**src/rtl/mrd_pkg.sv**
```systemverilog
/*
 * package for the memory reference decoder: opcodes, mode codes, timing constants.
 * assumes a 200 MHz core clock and a byte-wide core memory port with one cycle per access slot.
 */
package mrd_pkg;
    // clock and memory cycle timing
    localparam int unsigned CLK_PERIOD_PS    = 5000;
    localparam int unsigned MEM_CYCLE_PS     = 1600000;
    localparam int unsigned MEM_CYCLE_CLKS   = (MEM_CYCLE_PS + CLK_PERIOD_PS - 1) / CLK_PERIOD_PS;
    localparam int unsigned MEM_CNT_W        = 9;
    localparam int unsigned MEM_READ_CLKS    = MEM_CYCLE_CLKS / 2;

    // six-bit opcodes of the group without auto-index
    localparam logic [5:0] OP_INC  = 6'h10;
    localparam logic [5:0] OP_JMP  = 6'h11;
    localparam logic [5:0] OP_AND  = 6'h12;
    localparam logic [5:0] OP_JST  = 6'h13;
    localparam logic [5:0] OP_XOR  = 6'h14;
    localparam logic [5:0] OP_JEI  = 6'h15;
    localparam logic [5:0] OP_OR   = 6'h16;

    // mode bit positions
    localparam int unsigned MODE_IND_BIT  = 0;
    localparam int unsigned MODE_PAGE_BIT = 1;
    localparam int unsigned MODE_AUTO_BIT = 2;

    // reset values
    localparam logic [15:0] PC_RESET = 16'h0000;
    localparam logic [7:0]  WR_RESET = 8'h00;

    // instruction classes supplied by the outer decoder
    typedef enum logic [2:0] {
        MRD_CLS_MEMREF  = 3'b000,
        MRD_CLS_AUTOIDX = 3'b001,
        MRD_CLS_MASK    = 3'b010,
        MRD_CLS_SHIFT   = 3'b011,
        MRD_CLS_MINI    = 3'b100
    } mrd_class_t;
endpackage : mrd_pkg

```
**src/rtl/mrd_cycle_timer.sv**
```systemverilog
/*
 * memory cycle timer: one-cycle pulse every memory cycle period.
 * assumes it runs on the core clock; the sequencer holds it in reset while idle.
 */
`timescale 1ns/100ps
`default_nettype none
module mrd_cycle_timer
    import mrd_pkg::*;
#(
    parameter int unsigned COUNT = MEM_CYCLE_CLKS
) (
    // clock and reset
    input  wire logic clk,
    input  wire logic rst_b,
    // control
    input  wire logic run,
    output logic      tick
);
    logic [MEM_CNT_W-1:0] cnt_reg;

    // divider; restarts whenever run drops so each step starts on a whole cycle
    always_ff @(posedge clk or negedge rst_b) begin
        if (!rst_b) begin
            cnt_reg <= '0;
        end else if (!run || tick) begin
            cnt_reg <= '0;
        end else begin
            cnt_reg <= cnt_reg + 1'b1;
        end
    end

    assign tick = run && (cnt_reg == MEM_CNT_W'(COUNT - 1));
endmodule : mrd_cycle_timer
`default_nettype wire

```
**src/rtl/mrd_decoder.sv**
```systemverilog
/*
 * instruction fetch, decode and sequencing for the memory reference group without auto-index,
 * plus mask, shift-count and current-page jump field extraction for other formats.
 * assumes a byte memory that answers every read or write within one memory cycle period.
 */
`timescale 1ns/100ps
`default_nettype none
// Functional notes
// - second byte is the set/test mask
// - shift count from byte bits 1:0
// - mini instruction jumps within current page
// - fetch two bytes, opcode first
// - each step lasts one 1.6 us cycle
// - indirect adds exactly two memory cycles
// - only listed flags change; decimal flag gated
// - bits 1:0 pick two-bit addressing mode
// - last page slot result undefined
// - AND memory into working, 3/5 cycles
// - OR memory into working, 3/5 cycles
// - open irq gate then branch, 2/4; direct auto-index-class form branches without opening it
// - unconditional branch, 2/4 cycles
// - save return address then branch, 4/6
// - bits 2:0 pick three-bit mode
// - absolute page chosen by region selector
// - post-increment, pre-decrement by operand size
module mrd_decoder
    import mrd_pkg::*;
(
    // clock and reset
    input  wire logic        clk,
    input  wire logic        rst_b,
    // control and status
    input  wire logic        run_en,
    input  wire logic        absolute_region_selector,
    input  wire logic        decimal_mode,
    input  wire logic        double_operand,
    input  wire mrd_class_t  instr_class,
    output logic             busy,
    output logic             instr_done,
    output logic             processor_irq_gate,
    input  wire logic        irq_gate_close,
    // architectural state
    output logic [15:0]      pc,
    output logic [7:0]       working_register,
    output logic             result_null_flag,
    output logic             decimal_ok_flag,
    output logic             sum_out_flag,
    // decoded fields for other formats
    output logic [7:0]       bit_mask,
    output logic [2:0]       shift_amount_field,
    // core memory
    output logic             mem_req,
    output logic             mem_we,
    output logic [15:0]      mem_addr,
    output logic [7:0]       mem_wdata,
    input  wire logic [7:0]  mem_rdata
);
    typedef enum logic [3:0] {
        ST_IDLE  = 4'b0000,
        ST_FOP   = 4'b0001,
        ST_FADR  = 4'b0010,
        ST_PHI   = 4'b0011,
        ST_PLO   = 4'b0100,
        ST_OPRD  = 4'b0101,
        ST_SVHI  = 4'b0111,
        ST_SVLO  = 4'b1000,
        ST_PTWH  = 4'b1001,
        ST_PTWL  = 4'b1010
    } mrd_state_t;

    mrd_state_t  state_reg;
    logic [7:0]  op_reg;
    logic [15:0] pc_reg;
    logic [15:0] instr_pc_reg;
    logic [15:0] ea_reg;
    logic [15:0] ptr_reg;
    logic [15:0] ptr_loc_reg;
    logic [7:0]  wr_reg;
    logic        zero_reg;
    logic        dec_reg;
    logic        irq_reg;
    logic        done_reg;
    logic [7:0]  mask_reg;
    logic [2:0]  shamt_reg;
    logic        tick;
    logic        half_tick;
    logic        rmw_wr_reg;
    logic [1:0]  mode2;
    logic [2:0]  mode3;
    logic        is_auto;
    logic        is_ind;
    logic [15:0] base_addr;
    logic [15:0] step;
    logic [15:0] ptr_new;
    logic [7:0]  alu_res;

    mrd_cycle_timer u_timer (
        .clk   (clk),
        .rst_b (rst_b),
        .run   (state_reg != ST_IDLE),
        .tick  (tick)
    );

    // half-cycle strobe: the increment reads, then restores the new value in one memory cycle
    mrd_cycle_timer #(.COUNT(MEM_READ_CLKS)) u_half (
        .clk   (clk),
        .rst_b (rst_b),
        .run   (state_reg == ST_OPRD && op_reg[7:2] == OP_INC && !rmw_wr_reg),
        .tick  (half_tick)
    );

    // valid decimal test for the decimal flag
    function automatic logic dec_valid(input logic [7:0] v);
        dec_valid = (v[7:4] <= 4'h9) && (v[3:0] <= 4'h9);
    endfunction : dec_valid

    // addressing decode
    assign mode2     = op_reg[1:0];
    assign mode3     = op_reg[2:0];
    assign is_auto   = (instr_class == MRD_CLS_AUTOIDX) && mode3[MODE_AUTO_BIT];
    assign is_ind    = mode2[MODE_IND_BIT] || is_auto;
    // absolute page 0/1 from the selector, else the instruction's own page; valid at the address-byte tick only
    assign base_addr = mode2[MODE_PAGE_BIT] ? {instr_pc_reg[15:8], mem_rdata}
                                            : {7'h00, absolute_region_selector, mem_rdata};
    assign step      = double_operand ? 16'h0002 : 16'h0001;
    assign ptr_new   = mode3[0] ? ptr_reg - step : ptr_reg + step;

    // logic unit for the three boolean ops and increment
    always_comb begin
        unique case (op_reg[7:2])
            OP_AND:  alu_res = wr_reg & mem_rdata;
            OP_OR:   alu_res = wr_reg | mem_rdata;
            OP_XOR:  alu_res = wr_reg ^ mem_rdata;
            default: alu_res = mem_rdata + 8'h01;
        endcase
    end

    // sequencer: one state per memory cycle, so cycle counts follow the state path
    always_ff @(posedge clk or negedge rst_b) begin
        if (!rst_b) begin
            state_reg    <= ST_IDLE;
            op_reg       <= 8'h00;
            pc_reg       <= PC_RESET;
            instr_pc_reg <= PC_RESET;
            ea_reg       <= 16'h0000;
            ptr_reg      <= 16'h0000;
            ptr_loc_reg  <= 16'h0000;
        end else begin
            unique case (state_reg)
                ST_IDLE: if (run_en) begin
                    state_reg    <= ST_FOP;
                    instr_pc_reg <= pc_reg;
                end
                ST_FOP: if (tick) begin
                    op_reg    <= mem_rdata;
                    state_reg <= ST_FADR;
                end
                ST_FADR: if (tick) begin
                    pc_reg    <= instr_pc_reg + 16'h0002;
                    state_reg <= ST_IDLE;
                    if (instr_class == MRD_CLS_MINI) begin
                        pc_reg <= {instr_pc_reg[15:8], mem_rdata};
                    end else if (instr_class == MRD_CLS_MEMREF || instr_class == MRD_CLS_AUTOIDX) begin
                        state_reg <= ST_OPRD;
                    end
                end
                ST_PHI: if (tick) begin
                    ptr_reg[15:8] <= mem_rdata;
                    state_reg     <= ST_PLO;
                end
                ST_PLO: if (tick) begin
                    ptr_reg[7:0] <= mem_rdata;
                    state_reg    <= ST_OPRD;
                end
                default: begin
                end
            endcase
            // after the address byte, resolve the effective address
            if (state_reg == ST_FADR && tick &&
                (instr_class == MRD_CLS_MEMREF || instr_class == MRD_CLS_AUTOIDX)) begin
                ea_reg      <= base_addr;
                ptr_loc_reg <= {base_addr[15:1], 1'b0};
                if (is_ind) begin
                    state_reg <= ST_PHI;
                end else if (op_reg[7:2] == OP_JMP || op_reg[7:2] == OP_JEI) begin
                    pc_reg    <= base_addr;
                    state_reg <= ST_IDLE;
                end else if (op_reg[7:2] == OP_JST) begin
                    state_reg <= ST_SVHI;
                end
            end
            // pointer is ready: pick the operand address
            if (state_reg == ST_PLO && tick) begin
                if (is_auto && mode3[0]) begin
                    ea_reg <= {ptr_reg[15:8], mem_rdata} - step;
                end else begin
                    ea_reg <= {ptr_reg[15:8], mem_rdata};
                end
                if (op_reg[7:2] == OP_JMP || op_reg[7:2] == OP_JEI) begin
                    pc_reg    <= {ptr_reg[15:8], mem_rdata};
                    state_reg <= ST_IDLE;
                end else if (op_reg[7:2] == OP_JST) begin
                    state_reg <= ST_SVHI;
                end
            end
            // operand phase; no page-end wrap fix, the last page slot is undefined
            if (state_reg == ST_OPRD && tick) begin
                state_reg <= is_auto ? ST_PTWH : ST_IDLE;
            end
            if (state_reg == ST_SVHI && tick) begin
                state_reg <= ST_SVLO;
            end
            if (state_reg == ST_SVLO && tick) begin
                pc_reg    <= ea_reg;
                state_reg <= ST_IDLE;
            end
            // auto-index pointer write-back
            if (state_reg == ST_PTWH && tick) begin
                state_reg <= ST_PTWL;
            end
            if (state_reg == ST_PTWL && tick) begin
                state_reg <= ST_IDLE;
            end
        end
    end

    // working register and flags; only boolean ops and increment touch flags
    always_ff @(posedge clk or negedge rst_b) begin
        if (!rst_b) begin
            wr_reg   <= WR_RESET;
            zero_reg <= 1'b0;
            dec_reg  <= 1'b0;
        end else if (state_reg == ST_OPRD && tick && op_reg[7:2] != OP_INC) begin
            wr_reg   <= alu_res;
            zero_reg <= (alu_res == 8'h00);
            if (decimal_mode) begin
                dec_reg <= dec_valid(alu_res);
            end
        end else if (half_tick) begin
            zero_reg <= (alu_res == 8'h00);
            if (decimal_mode) begin
                dec_reg <= dec_valid(alu_res);
            end
        end
    end

    // increment: read in the first half of the operand cycle, write back in the second
    logic [7:0] wdata_reg;
    always_ff @(posedge clk or negedge rst_b) begin
        if (!rst_b) begin
            wdata_reg  <= 8'h00;
            rmw_wr_reg <= 1'b0;
        end else if (half_tick) begin
            wdata_reg  <= alu_res;
            rmw_wr_reg <= 1'b1;
        end else if (tick) begin
            rmw_wr_reg <= 1'b0;
        end
    end

    // irq gate: opened by branch_with_irq_open unless direct in the auto-index class, closed from outside; open wins
    always_ff @(posedge clk or negedge rst_b) begin
        if (!rst_b) begin
            irq_reg <= 1'b0;
        end else if ((state_reg == ST_FADR || state_reg == ST_PLO) && tick &&
                     op_reg[7:2] == OP_JEI && !is_ind &&
                     (instr_class == MRD_CLS_MEMREF)) begin
            irq_reg <= 1'b1;
        end else if (state_reg == ST_PLO && tick && op_reg[7:2] == OP_JEI) begin
            irq_reg <= 1'b1;
        end else if (irq_gate_close) begin
            irq_reg <= 1'b0;
        end
    end

    // format fields and completion strobe
    always_ff @(posedge clk or negedge rst_b) begin
        if (!rst_b) begin
            mask_reg  <= 8'h00;
            shamt_reg <= 3'h0;
            done_reg  <= 1'b0;
        end else begin
            done_reg <= (state_reg != ST_IDLE);         // busy last cycle; done on the first idle one
            if (state_reg == ST_FADR && tick) begin
                if (instr_class == MRD_CLS_MASK) begin
                    mask_reg <= mem_rdata;
                end
                if (instr_class == MRD_CLS_SHIFT) begin
                    shamt_reg <= {1'b0, mem_rdata[1:0]} + 3'h1;
                end
            end
        end
    end

    // memory port: address and data per state
    always_comb begin
        mem_req   = 1'b0;
        mem_we    = 1'b0;
        mem_addr  = 16'h0000;
        mem_wdata = 8'h00;
        unique case (state_reg)
            ST_FOP:  begin mem_req = 1'b1; mem_addr = instr_pc_reg; end
            ST_FADR: begin mem_req = 1'b1; mem_addr = instr_pc_reg + 16'h0001; end
            ST_PHI:  begin mem_req = 1'b1; mem_addr = ptr_loc_reg; end
            ST_PLO:  begin mem_req = 1'b1; mem_addr = ptr_loc_reg + 16'h0001; end
            ST_OPRD: begin mem_req = 1'b1; mem_we = rmw_wr_reg; mem_addr = ea_reg; mem_wdata = wdata_reg; end
            ST_SVHI: begin mem_req = 1'b1; mem_we = 1'b1; mem_addr = ea_reg; mem_wdata = pc_reg[15:8]; end
            ST_SVLO: begin mem_req = 1'b1; mem_we = 1'b1; mem_addr = ea_reg + 16'h0001; mem_wdata = pc_reg[7:0]; end
            ST_PTWH: begin mem_req = 1'b1; mem_we = 1'b1; mem_addr = ptr_loc_reg;
                     mem_wdata = ptr_new[15:8]; end
            ST_PTWL: begin mem_req = 1'b1; mem_we = 1'b1; mem_addr = ptr_loc_reg + 16'h0001;
                     mem_wdata = ptr_new[7:0]; end
            default: begin end
        endcase
    end

    assign busy               = (state_reg != ST_IDLE);
    assign instr_done         = done_reg && (state_reg == ST_IDLE);
    assign processor_irq_gate = irq_reg;
    assign pc                 = pc_reg;
    assign working_register   = wr_reg;
    assign result_null_flag   = zero_reg;
    assign decimal_ok_flag    = dec_reg;
    assign sum_out_flag       = 1'b0;                   // no instruction here changes carry
    assign bit_mask           = mask_reg;
    assign shift_amount_field = shamt_reg;
endmodule : mrd_decoder
`default_nettype wire

```
**config.mk**
```make
export PLATFORM = sky130hd
export DESIGN_NAME = mrd_decoder
export DESIGN_NICKNAME = d
export VERILOG_FILES = /design/src/rtl/mrd_pkg.sv /design/src/rtl/mrd_cycle_timer.sv /design/src/rtl/mrd_decoder.sv
export SDC_FILE = /design/constraint.sdc
export NUM_CORES = 1
export LEC_CHECK = 0
export BUFFER_PORTS_ARGS = -buffer_cell sky130_fd_sc_hd__buf_2
export CAP_MARGIN = 20
export CORE_ASPECT_RATIO = 0.6
export CORE_UTILIZATION = 39
export CTS_CLUSTER_DIAMETER = 200
export CTS_CLUSTER_SIZE = 12
export DETAILED_ROUTE_END_ITERATION = 7
export REMOVE_ABC_BUFFERS = 1
export SETUP_SLACK_MARGIN = 0.1
export SKIP_CTS_REPAIR_TIMING = 1
export SLEW_MARGIN = 0
export SYNTH_ARGS = -nofsm -noshare
export SYNTH_HDL_FRONTEND = slang
export SYNTH_SLANG_ARGS = --single-unit
```
**constraint.sdc**
```tcl
create_clock -name clk -period 5.85 [get_ports clk]
set_clock_uncertainty 0.1 [all_clocks]
set_input_delay 1.17 -clock clk [delete_from_list [all_inputs] [get_ports clk]]
set_output_delay 1.17 -clock clk [all_outputs]
set_load 0.01 [all_outputs]
```
==> results.json <==
{
  "drc": 0,
  "vias": 9160,
  "cts_max_path_buffers": 2,
  "grt_max_degree": 101,
  "ys_async_sr_fraction": 1.000,
  "fin_util": 0.4521,
  "gp_congestion": 0.9957,
  "maxCapViolations": 0,
  "tritoncts": "done",
  "yosysSeqAreaShare": 0.3650,
  "finalHoldViolCount": 0,
  "initial_core_util": 0.3982,
  "cp_data_arrival_time_ns": 3.87,
  "clockRootBuffer": "clkbuf_16",
  "fin_crit_ns": 5.144,
  "cpPeakStageDelay_ns": 1.04,
  "pwr_density_cell_nw_per_um2": 210.8,
  "die_w_um": 205.3,
  "worstMarginPinSlew_ns": 1.060,
  "crit_family": "simple AND/OR/NAND/NOR gates",
  "wl_mm": 34.74,
  "grt_antenna_before_repair": 0,
  "grt_pass1_vias": 8332,
  "final_net_count": 1204,
  "syn_area_per_cell_sq_um": 8.772,
  "overflow": 0,
  "cp-end-kind": "primary output",
  "synth_seq_cells": 141,
  "crit_type": "flip-flop to primary output",
  "cts_sinks": 141,
  "die_height_um": 124.0,
  "grt_pass1_wl_mm": 52.67,
  "viasPerCell": 6.185,
  "final_layout_size_suffix_gt1_frac": 0.1708,
  "path_cells": "or4b_2, nand2_1, nand2_1, ha_1, nand3_1, nor3_1, o21ai_0, nor2_1, a2111oi_0, nor3_1, buf_2",
  "grt_usage": 0.2835,
  "crit_path_max_fanout": 24,
  "setup_viol": 0,
  "setup_slack_ns": 0.7062,
  "first_pass_iters": 8,
  "min_path_type": "flip-flop to flip-flop",
  "hold_ws_ns": 0.3573,
  "rsz0062_at_grt": "no",
  "hpwl_mm": 25.32,
  "area_growth_pct": 13.54,
  "num_rows": 44,
  "tns_ns": 0,
  "yosys_warnings": 0,
  "syn_area_sq_um": 9667,
  "finalMaxSlewViolations": 0,
  "final_antenna_net_count": 0,
  "path_buf_inv": 1,
  "port_buffers": 83,
  "post-place-ws_ns": 1.160,
  "cp_data_required_time_ns": 4.58,
  "drt_iter0_drc": 1141,
  "status": "complete, no violations",
  "h-tree-depth": 4,
  "die_area_sq_um": 25440,
  "ioPinCount": 85,
  "critPathLaunchType": "flip-flop",
  "p_leak_nw": 4.771,
  "clock_latency_ns": 0.45,
  "final_common_cell": "dfrtp_1",
  "ys.flop_type": "dfrtp_1",
  "irDropWorstVdd_uv": 160.9,
  "synthCells": 1102,
  "wire_per_inst_um": 23.46,
  "period_share": 0.8793,
  "fillers": 2398,
  "max_freq_mhz": 194.4,
  "path_clk_slew_ns": 0.07,
  "core_area_sq_um": 24280,
  "final_cell_mix": "141 x dfrtp_1, 109 x nand2_1, 97 x nor2_1",
  "max_slew_margin": 0.2894,
  "crit_slowest_cell": "or4b_2",
  "synth_edf_count": 0,
  "numCtsBuffers": 17,
  "ys_types": 79,
  "antenna_cells": 0
}
metal layers:
| metal | vias to the layer above | part of all wire | wire [um] | track usage |
|---|---|---|---|---|
| li1 | 4163 | - | - | - |
| met2 | 557 | 0.37 | 12920 | 0.3568 |
| met3 | 37 | 0.13 | 4614 | 0.1033 |
| met1 | 4403 | 0.48 | 16790 | 0.4418 |
| met5 | - | 0 | 0 | 0 |
| met4 | 0 | 0.012 | 421 | 0.06296 |
final timing paths:
path / startpoint / end / slack (ns) / cells after the start
worst min-delay path: u_half.cnt_reg[0]$_DFF_PN0_ / u_half.cnt_reg[0]$_DFF_PN0_ / 0.36 / 1
worst max-delay path: state_reg[0]$_DFF_PN0_ / mem_addr[10] / 0.71 / 11
min in group asynchronous: rst_b / ptr_loc_reg[3]$_DFFE_PN0P_ / 0.75 / 1
max in group asynchronous: rst_b / pc[9]$_DFF_PN0_ / 3.74 / 2
worst max register to register: state_reg[2]$_DFF_PN0_ / bit_mask[5]$_DFFE_PN0P_ / 2.38 / 4
worst min register to register: u_half.cnt_reg[0]$_DFF_PN0_ / u_half.cnt_reg[0]$_DFF_PN0_ / 0.36 / 1
kinds of logic (layout without fill, tap and decap cells):
logic type / count (synthesis) / after routing / share of synthesized area
flops: 141 / 141 / 0.3650
other cells: 1 / 1 / 0.0003879
xor+xnor: 59 / 59 / 0.05346
simple gates: 382 / 382 / 0.1976
buf+inv: 114 / 171 / 0.04802
mux: 59 / 59 / 0.06705
fa+ha+maj: 40 / 40 / 0.05333
compound gates: 306 / 306 / 0.2151
worst register-to-register path: stages, from the launching register on:
cell	delay (ns)
dfrtp_1	0.64
or4b_4	0.79
or3_1	0.66
nor4b_4	0.74
mux2_2	0.42
report_power, final:
part | total, W | switching, W | leakage [nW] | internal (W)
clock | 0.00121 | 0.000443 | 0.301 | 0.000768
combinational | 0.000115 | 0.0000824 | 2.76 | 0.0000328
sequential | 0.000988 | 0.00000696 | 1.71 | 0.000981
per-stage QoR:
step           total power [W]  area (sq um)  std cells
6_report              0.002314         10980       1481
5_1_grt               0.002387         10980       1481
4_1_cts               0.002331         10960       1480
3_5_place_dp          0.001120         10320       1448
3_3_place_gp          0.001119         10320       1448
2_1_floorplan         0.001051          9349       1027
cells in the mapped netlist, drive strengths merged, types with 12 or more instances:
library cell,instances,area (sq um)
xor2,29,254.0
ha,38,475.5
a222oi,15,150.1
mux2i,13,130.1
a31oi,12,75.07
nand2,109,409.1
nor2,97,364.1
buf,14,87.58
nand4,15,93.84
a21oi,42,210.2
nor4,13,87.58
o211ai,13,97.59
o221ai,13,113.9
o21a,14,105.1
a22oi,13,97.59
a211oi,18,135.1
clkbuf,61,230.2
and3,13,81.33
nor3,36,185.2
o21ai,90,450.4
mux2,46,518.0
nand3,32,160.2
xnor2,30,262.8
inv,38,142.6
or3,12,75.07
dfrtp,141,3528
area by class of cell:
type	count	area (sq um)	share of cell area
inverter	39	146.4	0.01334
clock inverter	10	186.4	0.01699
timing repair buffer	100	553.0	0.05039
tap	322	402.9	0.03671
multi-input combinational	847	5704	0.5197
clock buffer	22	454.2	0.04138
sequential	141	3528	0.3215
Power figures use the tool's default switching activity.
